`src/pvcir_pkg.sv`:
```
// shared constants for the phy vendor config and event register pair
package pvcir_pkg;
  localparam int ADDR_W = 5;
  localparam int DATA_W = 16;
  // management register addresses
  localparam logic [4:0] VENDOR_CFG_ADDR = 5'h10;
  localparam logic [4:0] EVENT_EN_STS_ADDR = 5'h11;
  localparam logic [15:0] VENDOR_CFG_RESET = 16'h0140;
  localparam logic [15:0] EVENT_EN_STS_RESET = 16'h0000;
  // vendor config field positions
  localparam int RX_CLOCK_GATING_BIT = 0;
  localparam int CODING_BYPASS_BIT = 1;
  localparam int RSVD_LO_BIT = 2;
  localparam int RSVD_HI_BIT = 3;
  localparam int RX_POLARITY_BIT = 4;
  localparam int AUTOPOL_DIS_BIT = 5;
  localparam logic [15:0] VENDOR_UPPER_MASK = 16'hFFC0;
  // event flag positions, enables sit EVENT_EN_SHIFT higher
  localparam int EVENT_CNT = 8;
  localparam int EVENT_EN_SHIFT = 8;
  localparam int NEG_DONE_BIT = 0;
  localparam int REMOTE_FAULT_BIT = 1;
  localparam int LINK_DROP_BIT = 2;
  localparam int PARTNER_ACK_BIT = 3;
  localparam int PARDET_FAULT_BIT = 4;
  localparam int PAGE_RCVD_BIT = 5;
  localparam int RX_ERROR_BIT = 6;
  localparam int JABBER_BIT = 7;
  // controller's own register map
  localparam int CTL_ADDR_W = 3;
  localparam logic [2:0] CTL_TARGET_ADDR = 3'h0;
  localparam logic [2:0] CTL_WDATA_ADDR = 3'h1;
  localparam logic [2:0] CTL_CMD_ADDR = 3'h2;
  localparam logic [2:0] CTL_RDATA_ADDR = 3'h3;
  localparam logic [2:0] CTL_IRQ_STS_ADDR = 3'h4;
  localparam logic [2:0] CTL_IRQ_MASK_ADDR = 3'h5;
  localparam logic [2:0] CTL_STATUS_ADDR = 3'h6;
  localparam int CMD_WRITE_BIT = 0;
  localparam int CMD_READ_BIT = 1;
  localparam int CMD_POLL_BIT = 2;
  localparam int IRQ_DONE_BIT = 0;
  localparam int IRQ_PHY_BIT = 1;
  localparam int IRQ_EVENT_BIT = 2;
  localparam int CTL_IRQ_W = 3;
  typedef enum logic [1:0] {
    PVCIR_IDLE = 2'b00,
    PVCIR_ACCESS = 2'b01,
    PVCIR_CAPTURE = 2'b11
  } pvcir_state_t;
endpackage

```
`src/pvcir_mgmt_if.sv`:
```
// management link between the phy register pair and its controller
`timescale 1ns/1ns
interface pvcir_mgmt_if;
  logic [4:0] addr;
  logic [15:0] wdata;
  logic wr;
  logic rd;
  logic [15:0] rdata;
  logic phyIrq;
  modport dev (input addr, input wdata, input wr, input rd, output rdata, output phyIrq);
  modport ctl (output addr, output wdata, output wr, output rd, input rdata, input phyIrq);
endinterface

```
`src/pvcir_device.sv`:
```
// phy vendor config register and event enable/status register
//
// Functional notes
// [RULE_01] bit 5 disables automatic receive polarity correction
// [RULE_02] auto mode inverts on reversed 10Base-T polarity
// [RULE_03] auto mode: bit 4 read-only, shows inversion
// [RULE_04] disabled auto: bit 4 writable, forces inversion
// [RULE_05] bit 1 bypasses coding layer in 100TX; the code bypasses only while anegEnabled is low
// [RULE_06] bit 0 stops idle receive clock 100TX
// [RULE_07] loopback forces clock gating off
// [RULE_08] bits 3:2 reserved, read zero
// [RULE_09] event sets its flag bit 0..7
// [RULE_10] reading event register clears flags
// [RULE_11] enable bits route flags to interrupt
// [RULE_12] fixed flag order, enables eight higher
// [RULE_13] controller may poll event register
// [RULE_14] link flag only on good-to-failed
// [RULE_15] event during read keeps flag set
`timescale 1ns/1ns
module pvcir_device
  import pvcir_pkg::*;
(
  input wire logic clk,
  input wire logic nrst,
  pvcir_mgmt_if.dev mgmt,
  input wire logic tenBaseMode,
  input wire logic hundredTxMode,
  input wire logic anegEnabled,
  input wire logic loopbackCtrl,
  input wire logic polarityCheck,
  input wire logic polarityReversed,
  input wire logic rxNoData,
  input wire logic jabberEvt,
  input wire logic rxErrorEvt,
  input wire logic pageRcvdEvt,
  input wire logic pardetFaultEvt,
  input wire logic partnerAckEvt,
  input wire logic linkGood,
  input wire logic remoteFaultEvt,
  input wire logic negDoneEvt,
  output logic rxPolarityInvert,
  output logic codingLayerBypass,
  output logic rxClockStop,
  output logic macRawIrqStatus
);
  import pvcir_pkg::*;

  logic [15:0] upperCfg_q;
  logic autopolDisable_q;
  logic forcedInvert_q;
  logic autoInvert_q;
  logic codingBypass_q;
  logic rxClockGating_q;
  logic [7:0] eventEn_q;
  logic [7:0] eventFlag_q;
  logic [7:0] eventHit;
  logic linkGood_q;
  logic [15:0] rdata_q;
  logic cfgWr;
  logic evtWr;
  logic evtRd;
  logic invertNow;
  logic [15:0] cfgView;

  function automatic logic hit(input logic [4:0] a, input logic [4:0] target);
    hit = (a == target);
  endfunction

  assign cfgWr = mgmt.wr && hit(mgmt.addr, VENDOR_CFG_ADDR);
  assign evtWr = mgmt.wr && hit(mgmt.addr, EVENT_EN_STS_ADDR);
  assign evtRd = mgmt.rd && hit(mgmt.addr, EVENT_EN_STS_ADDR);

  // upper bits kept as plain storage
  always_ff @(posedge clk or negedge nrst) begin
    if (!nrst) begin
      upperCfg_q <= VENDOR_CFG_RESET & VENDOR_UPPER_MASK;
    end else if (cfgWr) begin
      upperCfg_q <= mgmt.wdata & VENDOR_UPPER_MASK;
    end
  end

  // vendor mode bits
  always_ff @(posedge clk or negedge nrst) begin
    if (!nrst) begin
      autopolDisable_q <= VENDOR_CFG_RESET[AUTOPOL_DIS_BIT];
      codingBypass_q <= VENDOR_CFG_RESET[CODING_BYPASS_BIT];
      rxClockGating_q <= VENDOR_CFG_RESET[RX_CLOCK_GATING_BIT];
    end else if (cfgWr) begin
      autopolDisable_q <= mgmt.wdata[AUTOPOL_DIS_BIT]; // RULE_01
      codingBypass_q <= mgmt.wdata[CODING_BYPASS_BIT]; // RULE_05
      rxClockGating_q <= mgmt.wdata[RX_CLOCK_GATING_BIT]; // RULE_06
    end
  end

  // forced polarity only takes writes while auto-polarity is off
  // a write that sets the disable bit cannot force in the same cycle
  always_ff @(posedge clk or negedge nrst) begin
    if (!nrst) begin
      forcedInvert_q <= VENDOR_CFG_RESET[RX_POLARITY_BIT];
    end else if (cfgWr && autopolDisable_q) begin
      forcedInvert_q <= mgmt.wdata[RX_POLARITY_BIT]; // RULE_04
    end
  end

  // auto-polarity follows the 10Base-T check in 10Base-T mode, with or without negotiation
  always_ff @(posedge clk or negedge nrst) begin
    if (!nrst) begin
      autoInvert_q <= 1'b0;
    end else if (autopolDisable_q) begin
      autoInvert_q <= 1'b0; // RULE_01
    end else if (polarityCheck && tenBaseMode) begin
      autoInvert_q <= polarityReversed; // RULE_02
    end
  end

  assign invertNow = autopolDisable_q ? forcedInvert_q : autoInvert_q; // RULE_03 RULE_04

  always_ff @(posedge clk or negedge nrst) begin
    if (!nrst) begin
      rxPolarityInvert <= 1'b0;
    end else begin
      rxPolarityInvert <= invertNow;
    end
  end

  // bypass only meaningful with fixed 100 Mb/s operation
  always_ff @(posedge clk or negedge nrst) begin
    if (!nrst) begin
      codingLayerBypass <= 1'b0;
    end else begin
      codingLayerBypass <= codingBypass_q && hundredTxMode && !anegEnabled; // RULE_05
    end
  end

  // loopback overrides the power saving clock stop
  always_ff @(posedge clk or negedge nrst) begin
    if (!nrst) begin
      rxClockStop <= 1'b0;
    end else begin
      rxClockStop <= rxClockGating_q && hundredTxMode && rxNoData // RULE_06
                     && !loopbackCtrl; // RULE_07
    end
  end

  // previous link level; reset low so no drop is seen at start
  always_ff @(posedge clk or negedge nrst) begin
    if (!nrst) begin
      linkGood_q <= 1'b0;
    end else begin
      linkGood_q <= linkGood;
    end
  end

  always_comb begin
    eventHit = '0;
    eventHit[JABBER_BIT] = jabberEvt; // RULE_12
    eventHit[RX_ERROR_BIT] = rxErrorEvt;
    eventHit[PAGE_RCVD_BIT] = pageRcvdEvt;
    eventHit[PARDET_FAULT_BIT] = pardetFaultEvt;
    eventHit[PARTNER_ACK_BIT] = partnerAckEvt;
    eventHit[LINK_DROP_BIT] = linkGood_q && !linkGood; // RULE_14
    eventHit[REMOTE_FAULT_BIT] = remoteFaultEvt;
    eventHit[NEG_DONE_BIT] = negDoneEvt;
  end

  // read clears, but a same-cycle event keeps its flag
  always_ff @(posedge clk or negedge nrst) begin
    if (!nrst) begin
      eventFlag_q <= EVENT_EN_STS_RESET[EVENT_CNT-1:0];
    end else if (evtRd) begin
      eventFlag_q <= eventHit; // RULE_10 RULE_15
    end else begin
      eventFlag_q <= eventFlag_q | eventHit; // RULE_09
    end
  end

  always_ff @(posedge clk or negedge nrst) begin
    if (!nrst) begin
      eventEn_q <= EVENT_EN_STS_RESET[DATA_W-1:EVENT_EN_SHIFT];
    end else if (evtWr) begin
      eventEn_q <= mgmt.wdata[DATA_W-1:EVENT_EN_SHIFT]; // RULE_12
    end
  end

  assign macRawIrqStatus = |(eventFlag_q & eventEn_q); // RULE_11
  assign mgmt.phyIrq = macRawIrqStatus;

  // config word as software sees it
  always_comb begin
    cfgView = upperCfg_q;
    cfgView[AUTOPOL_DIS_BIT] = autopolDisable_q;
    cfgView[RX_POLARITY_BIT] = invertNow; // RULE_03
    cfgView[RSVD_HI_BIT:RSVD_LO_BIT] = 2'h0; // RULE_08
    cfgView[CODING_BYPASS_BIT] = codingBypass_q;
    cfgView[RX_CLOCK_GATING_BIT] = rxClockGating_q;
  end

  // read data stands the cycle after the read strobe
  always_ff @(posedge clk or negedge nrst) begin
    if (!nrst) begin
      rdata_q <= '0;
    end else if (mgmt.rd) begin
      rdata_q <= '0;
      if (hit(mgmt.addr, VENDOR_CFG_ADDR)) begin
        rdata_q <= cfgView;
      end else if (evtRd) begin
        rdata_q <= {eventEn_q, eventFlag_q}; // RULE_13
      end
    end
  end

  assign mgmt.rdata = rdata_q;
endmodule

```
`src/flat_wrapper.sv`:
```
// flat-port wrapper written by rule: the top's interface ports become plain ports
module pvcir_device_flat import pvcir_pkg::*;
  (clk, nrst, tenBaseMode, hundredTxMode, anegEnabled, loopbackCtrl, polarityCheck, polarityReversed, rxNoData, jabberEvt, rxErrorEvt, pageRcvdEvt, pardetFaultEvt, partnerAckEvt, linkGood, remoteFaultEvt, negDoneEvt, rxPolarityInvert, codingLayerBypass, rxClockStop, macRawIrqStatus, mgmt_addr, mgmt_wdata, mgmt_wr, mgmt_rd, mgmt_rdata, mgmt_phyIrq);
  pvcir_mgmt_if mgmt_i ();
  input wire logic clk;
  input wire logic nrst;
  input wire logic tenBaseMode;
  input wire logic hundredTxMode;
  input wire logic anegEnabled;
  input wire logic loopbackCtrl;
  input wire logic polarityCheck;
  input wire logic polarityReversed;
  input wire logic rxNoData;
  input wire logic jabberEvt;
  input wire logic rxErrorEvt;
  input wire logic pageRcvdEvt;
  input wire logic pardetFaultEvt;
  input wire logic partnerAckEvt;
  input wire logic linkGood;
  input wire logic remoteFaultEvt;
  input wire logic negDoneEvt;
  output logic rxPolarityInvert;
  output logic codingLayerBypass;
  output logic rxClockStop;
  output logic macRawIrqStatus;
  input wire logic [$bits(mgmt_i.addr)-1:0] mgmt_addr;
  input wire logic [$bits(mgmt_i.wdata)-1:0] mgmt_wdata;
  input wire logic [$bits(mgmt_i.wr)-1:0] mgmt_wr;
  input wire logic [$bits(mgmt_i.rd)-1:0] mgmt_rd;
  output wire logic [$bits(mgmt_i.rdata)-1:0] mgmt_rdata;
  output wire logic [$bits(mgmt_i.phyIrq)-1:0] mgmt_phyIrq;
  assign mgmt_i.addr = mgmt_addr;
  assign mgmt_i.wdata = mgmt_wdata;
  assign mgmt_i.wr = mgmt_wr;
  assign mgmt_i.rd = mgmt_rd;
  assign mgmt_rdata = mgmt_i.rdata;
  assign mgmt_phyIrq = mgmt_i.phyIrq;
  pvcir_device u_core (.clk(clk), .nrst(nrst), .mgmt(mgmt_i), .tenBaseMode(tenBaseMode), .hundredTxMode(hundredTxMode), .anegEnabled(anegEnabled), .loopbackCtrl(loopbackCtrl), .polarityCheck(polarityCheck), .polarityReversed(polarityReversed), .rxNoData(rxNoData), .jabberEvt(jabberEvt), .rxErrorEvt(rxErrorEvt), .pageRcvdEvt(pageRcvdEvt), .pardetFaultEvt(pardetFaultEvt), .partnerAckEvt(partnerAckEvt), .linkGood(linkGood), .remoteFaultEvt(remoteFaultEvt), .negDoneEvt(negDoneEvt), .rxPolarityInvert(rxPolarityInvert), .codingLayerBypass(codingLayerBypass), .rxClockStop(rxClockStop), .macRawIrqStatus(macRawIrqStatus));
endmodule
```
`config.mk`:
```
export PLATFORM = sky130hd
export DESIGN_NAME = pvcir_device_flat
export DESIGN_NICKNAME = d
export VERILOG_FILES = /design/src/pvcir_pkg.sv /design/src/pvcir_mgmt_if.sv /design/src/pvcir_device.sv /design/src/flat_wrapper.sv
export SDC_FILE = /design/constraint.sdc
export NUM_CORES = 1
export LEC_CHECK = 0
export BUFFER_PORTS_ARGS = -buffer_cell sky130_fd_sc_hd__buf_2
export CAP_MARGIN = 20
export CORE_MARGIN = 2
export CORE_UTILIZATION = 50
export CTS_CLUSTER_DIAMETER = 100
export DETAILED_ROUTE_END_ITERATION = 7
export GPL_ROUTABILITY_DRIVEN = 0
export PLACE_DENSITY = 0.76
export SLEW_MARGIN = 20
export SYNTH_ARGS = -nofsm -noshare
export SYNTH_HDL_FRONTEND = slang
export SYNTH_SLANG_ARGS = --single-unit
```
`constraint.sdc`:
```
create_clock -name clk -period 1.8 [get_ports clk]
set_input_delay 0.27 -clock clk [delete_from_list [all_inputs] [get_ports clk]]
set_output_delay 0.27 -clock clk [all_outputs]
set_load 0.01 [all_outputs]
```
After elaboration in Yosys (flattened, before gate mapping)
Cells that the tools add are included.

storage, ports and cells
  output and inout port bits = 21
  word-level logic and storage cells = 39
  flip-flop bits (word level) = 51
  input port bits = 40

cells by class
  bitwise operators = 2
  reduce and logical (&&, ||, !) cells = 16
  equality and inequality tests = 2
  mux-type cells = 6

operators with widths
  operator            number
  $mux 16             2
  $logic_and 1x1->1   11
  $eq 5x5->1 const B  2
  $and 8x8->8         1
  $mux 8              1
  $or 8x8->8          1
  $reduce_or 8->1     1
  $logic_not 1->1     3
  $mux 1              3
  $reduce_bool 2->1   1

Longest topological paths before layout
Gate-level depths: netlist of the first run.

  word-level depth = 4
  depth in mapped cells = 5
  mapped depth without buffers = 3

Least setup slack after synthesis of the first run
No wires, ideal clock.

  path type = input-to-reg
  from = in mgmt_addr[1]
  to = reg u_core.eventEn_q[0]
  path buffers = 1
  stages = 4
  slack = 0.242 ns
  data arrival time = 1.433 ns
  required time = 1.675 ns
  cells stage by stage = nor4b_4 > and3_1 > buf_4 > mux2_2

between the ends
  cells in the longest elaborated chain, start to end = 2

RTL lines
  item                  line                 text
  from (decl)           flat_wrapper.sv:26   input wire logic [$bits(mgmt_i.addr)-1:0] mgmt_addr;
  $eq 5x5->1            pvcir_device.sv:66   hit = (a == target);
  $logic_and 1x1->1     pvcir_device.sv:70   assign evtWr = mgmt.wr && hit(mgmt.addr, EVENT_EN_STS_ADDR);
  to (signal assigned)  pvcir_device.sv:179  eventEn_q <= EVENT_EN_STS_RESET[DATA_W-1:EVENT_EN_SHIFT];
  to (signal assigned)  pvcir_device.sv:181  eventEn_q <= mgmt.wdata[DATA_W-1:EVENT_EN_SHIFT];
  to (decl)             pvcir_device.sv:54   logic [7:0] eventEn_q;

Every way passes these cells.
A chain may end at the register's enable or synchronous reset.

Final worst setup path of the first run
  from = reg u_core.eventFlag_q[6]
  to = out mgmt_phyIrq

between the ends
  cells in the longest elaborated chain, start to end = 2

RTL lines
  item                    line                 text
  from (decl)             pvcir_device.sv:55   logic [7:0] eventFlag_q;
  from (signal assigned)  pvcir_device.sv:169  eventFlag_q <= EVENT_EN_STS_RESET[EVENT_CNT-1:0];
  from (signal assigned)  pvcir_device.sv:171  eventFlag_q <= eventHit;
  from (signal assigned)  pvcir_device.sv:173  eventFlag_q <= eventFlag_q | eventHit;
  $and 8x8->8             pvcir_device.sv:185  assign macRawIrqStatus = |(eventFlag_q & eventEn_q);
  $reduce_or 8->1         pvcir_device.sv:185
  to (decl)               flat_wrapper.sv:31   output wire logic [$bits(mgmt_i.phyIrq)-1:0] mgmt_phyIrq;

Every way passes these cells.

==> results of run 1 <==
[metal layers]
metal  up-vias  part of all wire (%)  GRT usage (%)
li1        718                     -              -
met1       739                    47           25.7
met2        37                    48           30.3
met3         4                   4.3           3.78
met4         0                   1.1           6.41
met5         -                     0              0
[worst max-delay path: stages, from the launching register on]
cell and delay, ns:
dfrtp_1 0.40, a22oi_1 0.22, nand4_1 0.15, buf_2 0.17
[worst max-delay path by stage]
stage	to	slack, ns	cells past startpoint
detailed placement	u_core.upperCfg_q[10]	0.22	5
floorplan	u_core.eventEn_q[0]	0.24	4
CTS	mgmt_phyIrq	0.27	3
global placement	u_core.upperCfg_q[13]	0.22	5
finish	mgmt_phyIrq	0.29	3
global route	macRawIrqStatus	0.23	3
[what timing repair did]
action	4_1_cts	5_1_grt
endpoints found under the setup margin	0	0
endpoints found under the hold margin	17	0
buffers inserted	0	0
resized for setup	0	0
hold buffers	1	0
[cells by family (layout without fill, tap and decap cells)]
logic type | count (synthesis) | count (layout) | share of synthesized area (%)
AOI/OAI and AO/OA | 30 | 30 | 8.68
buffers and inverters | 28 | 91 | 5.61
DFF | 51 | 51 | 59.1
muxes | 36 | 36 | 18.7
and+or+nand+nor | 27 | 27 | 7.87
[layout by cell type (no fill, tap or decap), drive strengths merged]
cell type / Yosys / final
o21ai: 14 / 14
a21oi: 1 / 1
nor2b: 1 / 1
dfrtp: 49 / 49
a22oi: 4 / 4
nand4: 1 / 1
a22o: 1 / 1
nor2: 1 / 1
nand2: 4 / 4
mux2: 36 / 36
o2111ai: 1 / 1
inv: 19 / 19
nor4b: 1 / 1
clkinv: 0 / 1
buf: 5 / 63
nand2b: 1 / 1
o22ai: 2 / 2
nand3: 16 / 16
clkbuf: 4 / 7
a21o: 7 / 7
dfstp: 2 / 2
and3: 1 / 1
and4b: 1 / 1
dlygate4sd3: 0 / 1
[through the flow]
step | cells | util (%)
floorplan | 172 | -
global placement | 276 | 61.6
detailed placement | 276 | 61.6
CTS | 285 | 63.8
global route | 285 | 63.8
finish | 285 | 63.8
[power breakdown]
part / internal (uW) / switching [uW] / leakage [uW]
combinational: 195 / 142 / 0.000602
sequential: 1270 / 70.8 / 0.000635
clock: 274 / 357 / 0.0000422
[registers in the layout (all words and copies together), names as in the netlist]
signal                    flops
u_core.mgmt.rdata            16
u_core.upperCfg_q            10
u_core.eventEn_q              8
u_core.eventFlag_q            8
u_core.autoInvert_q           1
u_core.autopolDisable_q       1
u_core.codingBypass_q         1
u_core.codingLayerBypass      1
u_core.forcedInvert_q         1
u_core.linkGood_q             1
u_core.rxClockGating_q        1
u_core.rxClockStop            1
u_core.rxPolarityInvert       1
[layout make-up]
| class | count | share of cell area, % |
|---|---|---|
| Clock buffer | 7 | 2.93 |
| Clock inverter | 1 | 0.192 |
| Inverter | 19 | 2.74 |
| Multi-Input combinational cell | 93 | 29.3 |
| Sequential cell | 51 | 49.0 |
| Tap cell | 50 | 2.40 |
| Timing Repair Buffer | 64 | 13.4 |
==> results.yml, run 1 <==
synthesis:
  synthCells: 172
  syn-num-nets: 212
  ys_warn_count: 0
  syn_area_mm2: 0.00216
  yosysTopAreaCell: "dfrtp_1"
  yosysSeqAreaShare_pct: 59.1
  yosysUniqueCellTypes: 27
  synth_flop_cell: "dfrtp_1"
  yosysMostFrequentCell: "dfrtp_1"
  synth-edff-count: 0
  synthTopCellsByCount: "49 x dfrtp_1, 36 x mux2_2, 19 x inv_1"
  async_flop_share_pct: 100
  ys_ff_latch: 51
  yosys.area.top_type_share_pct: 56.7
  postSynthAreaPerCell_um2: 12.6
  synth_area_leaders: "dfrtp_1 57%, mux2_2 19%, nand3_1 3.5%"
floorplan:
  io_pins: 61
  dieWidth_um: 69.8
  start_util_pct: 52.9
  dieArea_mm2: 0.00487
  rows: 23
  dieHeight_um: 69.8
  core_mm2: 0.00409
finish:
  diodes: 0
  multi_input_area_um2: 763
  drive_gt1_share_pct: 46.8
  area_delta_synth_final_pct: 20.5
  fin_nets: 274
  n_fill_cell: 333
  final-seq-area_mm2: 0.00128
  post-route-cell-area_mm2: 0.00261
drt:
  via_per_inst: 5.26
  drc_errors: 0
  totalWireLength_um: 4160
  first_pass_iters: 4
  ant_nets: 0
  first_iter_violations: 87
  vias: 1498
  routedWlPerCell_um: 14.6
worst_setup_path:
  startpoint_type: "flop"
  critical_path_required_ns: 1.53
  end_kind: "output port"
  cp_max_fo: 3
  crit_type: "reg -> out"
  rrSetupSlack_ns: 0.62
  r2r-end: "u_core.mgmt.rdata[4]"
  crit_start: "u_core.eventFlag_q[6]"
  reg2reg_from: "u_core.autopolDisable_q"
  r2r_cells: 3
  cp.arrival_ns: 1.24
grt:
  grt_usage_pct: 18.8
  antenna_found_initial: 0
  grt_start_max_net_pins: 34
  overflow: 0
  grt_pass1_wl_um: 7290
  grt_pass1_vias: 1590
sta:
  finalHoldViolCount: 0
  fin_crit_sh_pct: 83.9
  whs_ns: 0.0904
  clock.fmax_mhz: 662
  worst_slew_pin_slew_ns: 0.446
  skew_ns: 0.00556
  drv_slew: 0
  period_needed_ns: 1.51
  setup_tns_ns: 0
  setup_ws_ns: 0.290
  slew_headroom_pct: 70.2
  rsz0062_at_grt: "no"
  setup_viol: 0
worst_hold_path:
  hold_class: "in -> reg"
  holdPathStages: 1
  hold_path_end: "u_core.linkGood_q"
  worstHoldStart: "linkGood"
power:
  power_uw: 2300
  power_density_mw_per_mm2: 884
  vdd_drop_max_mv: 0.532
  leakagePower_uw: 0.00128
job:
  cap_violations: 0
clocking:
  cts_sinks: 51
  htreeDepth: 2
  cts_buffers: 5
  root_buffer: "clkbuf_8"
  clk_path_buf_depth: 2
  clk_latency_ns: 0.30
  tritoncts: "done"
  path_clk_slew_ns: 0.08
place:
  place_ws_ns: 0.217
  placed_area_mm2: 0.00252
  portBuffers: 58
  dpl.hpwl_um: 3000
run_status:
  status: "complete, no violations"
(Power assumes the default switching activity.)
==> run 2: changes to the inputs <==
Clock period 1.8 ns to 1.5 ns, I/O delays scaled along.
==> run 2 against run 1 <==
Against the previous run: first-iteration DRC count up 21%; sequential share of layout area decreased by 0.37 points; register-to-register slack worse by 0.31 ns; utilization rose by 0.49 points; via count down 1.2%; flip-flop and latch count is the same; design area is 0.77% higher; global-route usage is 0.052 points lower; routed wire length is 1.1% higher; largest cell class unchanged.
==> results.yml, run 2 (synthesis results as in run 1) <==
place:
  dpl.hpwl_um: 2970
  place_ws_ns: -0.0523
  portBuffers: 58
power:
  power_uw: 2740
  leakagePower_uw: 0.00128
  power_density_mw_per_mm2: 1040
  vdd_drop_max_mv: 0.614
worst_setup_path:
  cp.arrival_ns: 1.24
  end_kind: "output port"
  r2r_cells: 3
  critical_path_required_ns: 1.27
  rrSetupSlack_ns: 0.31
  r2r-end: "u_core.mgmt.rdata[4]"
  cp_max_fo: 3
  reg2reg_from: "u_core.autopolDisable_q"
  startpoint_type: "flop"
  crit_type: "reg -> out"
worst_hold_path:
  hold_path_end: "u_core.linkGood_q"
  worstHoldStart: "linkGood"
  hold_class: "in -> reg"
  holdPathStages: 1
drt:
  first_iter_violations: 105
  routedWlPerCell_um: 14.8
  ant_nets: 0
  totalWireLength_um: 4210
  vias: 1480
  first_pass_iters: 4
  via_per_inst: 5.19
  drc_errors: 0
floorplan:
  rows: 23
  dieHeight_um: 69.8
  io_pins: 61
  start_util_pct: 52.9
  core_mm2: 0.00409
  dieArea_mm2: 0.00487
  dieWidth_um: 69.8
clocking:
  tritoncts: "done"
  htreeDepth: 2
  cts_sinks: 51
  cts_buffers: 5
  root_buffer: "clkbuf_8"
  post_cts_buffers: 0
  clk_latency_ns: 0.29
  clk_path_buf_depth: 2
  path_clk_slew_ns: 0.08
finish:
  diodes: 0
  drive_gt1_share_pct: 47.2
  layout_common_cells: "58 x buf_2, 49 x dfrtp_1, 36 x mux2_2"
  final_common_cell: "buf_2"
  fin_nets: 275
  largest_reg_flops: 16
  n_fill_cell: 335
  area_delta_synth_final_pct: 21.5
grt:
  grt_pass1_wl_um: 7120
  overflow: 0
  grt_start_max_net_pins: 40
  antenna_found_initial: 0
  grt_pass1_vias: 1508
  grt_usage_pct: 18.8
job:
  cap_violations: 0
run_status:
  status: "complete, no violations"
sta:
  drv_slew: 0
  fin_crit_sh_pct: 97.8
  finalHoldViolCount: 0
  skew_ns: 0.00300
  slew_headroom_pct: 78.4
  setup_ws_ns: 0.0334
  setup_viol: 0
  clock.fmax_mhz: 682
  worst_slew_pin_slew_ns: 0.324
  period_needed_ns: 1.47
  rsz0062_at_grt: "yes"
run 2: changes by cell type in the layout (fill, tap and decap cells not counted), sizes merged:
cell	before	now
buf	63	64
clkinv	1	0
run 2: worst max-delay path by stage:
stage | start | end | slack (ns) | cells after the start
after CTS | u_core.eventFlag_q[6] | macRawIrqStatus | 0.009 | 3
after global routing | u_core.eventEn_q[2] | mgmt_phyIrq | -0.05 | 3
after detailed placement | mgmt_addr[1] | u_core.upperCfg_q[7] | -0.05 | 5
after global placement | mgmt_addr[1] | u_core.eventFlag_q[2] | -0.04 | 5
after floorplan | mgmt_addr[1] | u_core.eventEn_q[0] | -0.007 | 4
final | u_core.eventFlag_q[6] | macRawIrqStatus | 0.03 | 3
run 2: through the flow:
stage / cells / setup TNS [ns] / util (%) / hold slack [ns] / cell area, um^2
after detailed placement: 277 / -0.755 / 62.1 / 0.136 / 2540
after CTS: 285 / 0 / 64.3 / 0.0393 / 2630
after global routing: 285 / -0.102 / 64.3 / 0.0336 / 2630
after floorplan: 172 / -0.0564 / - / -0.0706 / 2170
after global placement: 277 / -0.568 / 62.1 / 0.132 / 2540
final: 285 / 0 / 64.3 / 0.0471 / 2630
run 2: worst max-delay path: stages, from the launching register on:
cell	delay [ns]
dfrtp_1	0.41
a22oi_1	0.21
nand4_1	0.15
buf_2	0.17
run 2: cell type report:
class | count | area, um^2 | area share [%]
inverters | 19 | 71.3 | 2.71
multi-input cells | 93 | 768 | 29.2
clock buffers | 7 | 76.3 | 2.90
flip-flops and latches | 51 | 1280 | 48.7
well taps | 50 | 62.6 | 2.38
repair buffers | 65 | 370 | 14.1
run 2: timing repair:
item / in CTS / in global routing
hold endpoints to repair: 12 / 0
hold buffers: 1 / 0
pin swaps: 1 / 2
endpoints found under the setup margin: 2 / 2
gates resized for setup: 1 / 0
gates cloned: 0 / 0
run 2: per-layer routing:
layer  track usage, %  part of all wire (%)  wire length (um)  vias to the layer above
met2             28.9                    47              1980                       35
met4             5.77                  0.43                18                        0
li1                 -                     -                 -                      722
met3             5.67                   4.8               202                        2
met1             25.8                    48              2000                      721
met5                0                     0                 0                        -
run 2: report_power, final:
group	internal, uW	switching (uW)	total, uW
Combinational	239	171	410
Sequential	1520	87.1	1610
Clock	322	406	728
Total	2080	665	2740
==> run 3: changes to the inputs <==
Settings changed: SETUP_SLACK_MARGIN from default to 0.15.
==> run 3 against run 2 <==
Against the previous run: largest cell class unchanged; sequential power is essentially flat; non-clock buffer count grew 9; routed wire length increased by 8.4%.
==> results.yml, run 3 (synthesis results as in run 1) <==
run_status:
  status: "complete, no violations"
finish:
  final_common_cell: "buf_2"
  fin_nets: 284
  largest_reg_flops: 16
  n_fill_cell: 323
  diodes: 0
  finish.utilization_pct: 66.6
  layout_common_cells: "58 x buf_2, 49 x dfrtp_1, 36 x mux2_2"
  area_delta_synth_final_pct: 25.7
  drive_gt1_share_pct: 50.6
  post-route-cell-area_mm2: 0.00272
floorplan:
  io_pins: 61
  start_util_pct: 52.9
  rows: 23
  core_mm2: 0.00409
  dieArea_mm2: 0.00487
  dieHeight_um: 69.8
  dieWidth_um: 69.8
clocking:
  cts_buffers: 5
  htreeDepth: 2
  path_clk_slew_ns: 0.09
  root_buffer: "clkbuf_8"
  clk_path_buf_depth: 2
  tritoncts: "done"
  cts_sinks: 51
  clk_latency_ns: 0.30
worst_setup_path:
  critPathTopFamily: "flip-flops"
  cp.arrival_ns: 1.23
  crit_chain: "a22oi_2, nand4_1, buf_2"
  reg2reg_from: "u_core.eventEn_q[5]"
  r2r-end: "u_core.mgmt.rdata[13]"
  cp_slowest_stage_delay_ns: 0.41
  critical_path_required_ns: 1.27
  crit_end: "macRawIrqStatus"
  r2r_cells: 5
  rrSetupSlack_ns: 0.30
  crit_type: "reg -> out"
  critical_path_cell_count: 3
  end_kind: "output port"
  cp_max_fo: 2
  critical_path.slowest_cell: "dfrtp_1"
  startpoint_type: "flop"
  critPathBufInv: 1
  crit_start: "u_core.eventFlag_q[5]"
drt:
  first_pass_iters: 4
  routedWlPerCell_um: 15.5
  via_per_inst: 5.16
  totalWireLength_um: 4560
  vias: 1523
  first_iter_violations: 126
  ant_nets: 0
  drc_errors: 0
sta:
  slew_headroom_pct: 82.4
  setup_viol: 0
  worst_slew_pin_slew_ns: 0.265
  finalHoldViolCount: 0
  clock.fmax_mhz: 685
  drv_slew: 0
  rsz0062_at_grt: "yes"
  setup_tns_ns: 0
  period_needed_ns: 1.46
  fin_crit_sh_pct: 97.3
  skew_ns: 0.00608
grt:
  grt_pass1_vias: 1635
  grt_usage_pct: 20.3
  antenna_found_initial: 0
  overflow: 0
  grt_pass1_wl_um: 7910
  grt_start_max_net_pins: 52
power:
  leakagePower_uw: 0.00134
  power_density_mw_per_mm2: 1060
  vdd_drop_max_mv: 0.642
place:
  placed_area_mm2: 0.00254
  portBuffers: 58
  dpl.hpwl_um: 3120
worst_hold_path:
  hold_class: "in -> reg"
job:
  cap_violations: 0
## run 3: cell count changes in the layout (fill, tap and decap cells not counted), sizes merged
| cell | before | now |
|---|---|---|
| clkinv | 0 | 1 |
| buf | 64 | 73 |
## run 3: how the worst min path moves through the flow
stage | start | slack [ns] | cells past startpoint | end
3_3_place_gp | nrst | 0.24 | 2 | u_core.rxClockStop
2_1_floorplan | nrst | -0.07 | 0 | u_core.autoInvert_q
4_1_cts | linkGood | 0.04 | 1 | u_core.linkGood_q
3_5_place_dp | nrst | 0.23 | 2 | u_core.codingLayerBypass
6_report | linkGood | 0.04 | 1 | u_core.linkGood_q
5_1_grt | linkGood | 0.04 | 1 | u_core.linkGood_q
## run 3: report_power, final
| group | switching, uW | internal [uW] | total, uW |
|---|---|---|---|
| clock network | 434 | 373 | 807 |
| logic | 185 | 274 | 460 |
| registers | 88.2 | 1520 | 1610 |
| total | 708 | 2170 | 2870 |
## run 3: worst register-to-register path: stages, from the launching register on
cell	delay (ns)
dfrtp_1	0.42
buf_4	0.15
buf_4	0.12
mux2_2	0.25
nand3_1	0.07
o21ai_0	0.08
## run 3: layer usage
| layer | wire [um] | track usage (%) | share of wire, % |
|---|---|---|---|
| met1 | 2080 | 28.1 | 46 |
| met5 | 0 | 0 | 0 |
| met2 | 2210 | 32.2 | 48 |
| met3 | 220 | 5.09 | 4.8 |
| met4 | 45 | 5.34 | 0.99 |
## run 3: area by class of cell
class	count	area, um^2	share of cell area [%]
multi-input cells	93	778	28.6
clock inverters	1	5.00	0.184
inverters	19	71.3	2.62
repair buffers	74	438	16.1
clock buffers	7	86.3	3.17
well taps	50	62.6	2.30
flip-flops and latches	51	1280	47.0
## run 3: what timing repair did
item	4_1_cts	5_1_grt
hold endpoints to repair	49	0
setup buffers	6	2
pin swaps	1	1
gates resized for setup	1	2
hold buffers	1	0
setup endpoints to repair	2	2
## run 3: per-stage QoR
| step | hold slack [ns] | worst slack, ns | instances | power [uW] |
|---|---|---|---|---|
| after floorplan | -0.0706 | -0.00705 | 172 | 1870 |
| after global placement | 0.236 | -0.0578 | 278 | 2030 |
| after detailed placement | 0.234 | -0.0756 | 278 | 2040 |
| after CTS | 0.0382 | 0.0622 | 293 | 2860 |
| after global routing | 0.0376 | -0.0185 | 295 | 3020 |
| final | 0.0377 | 0.0404 | 295 | 2870 |
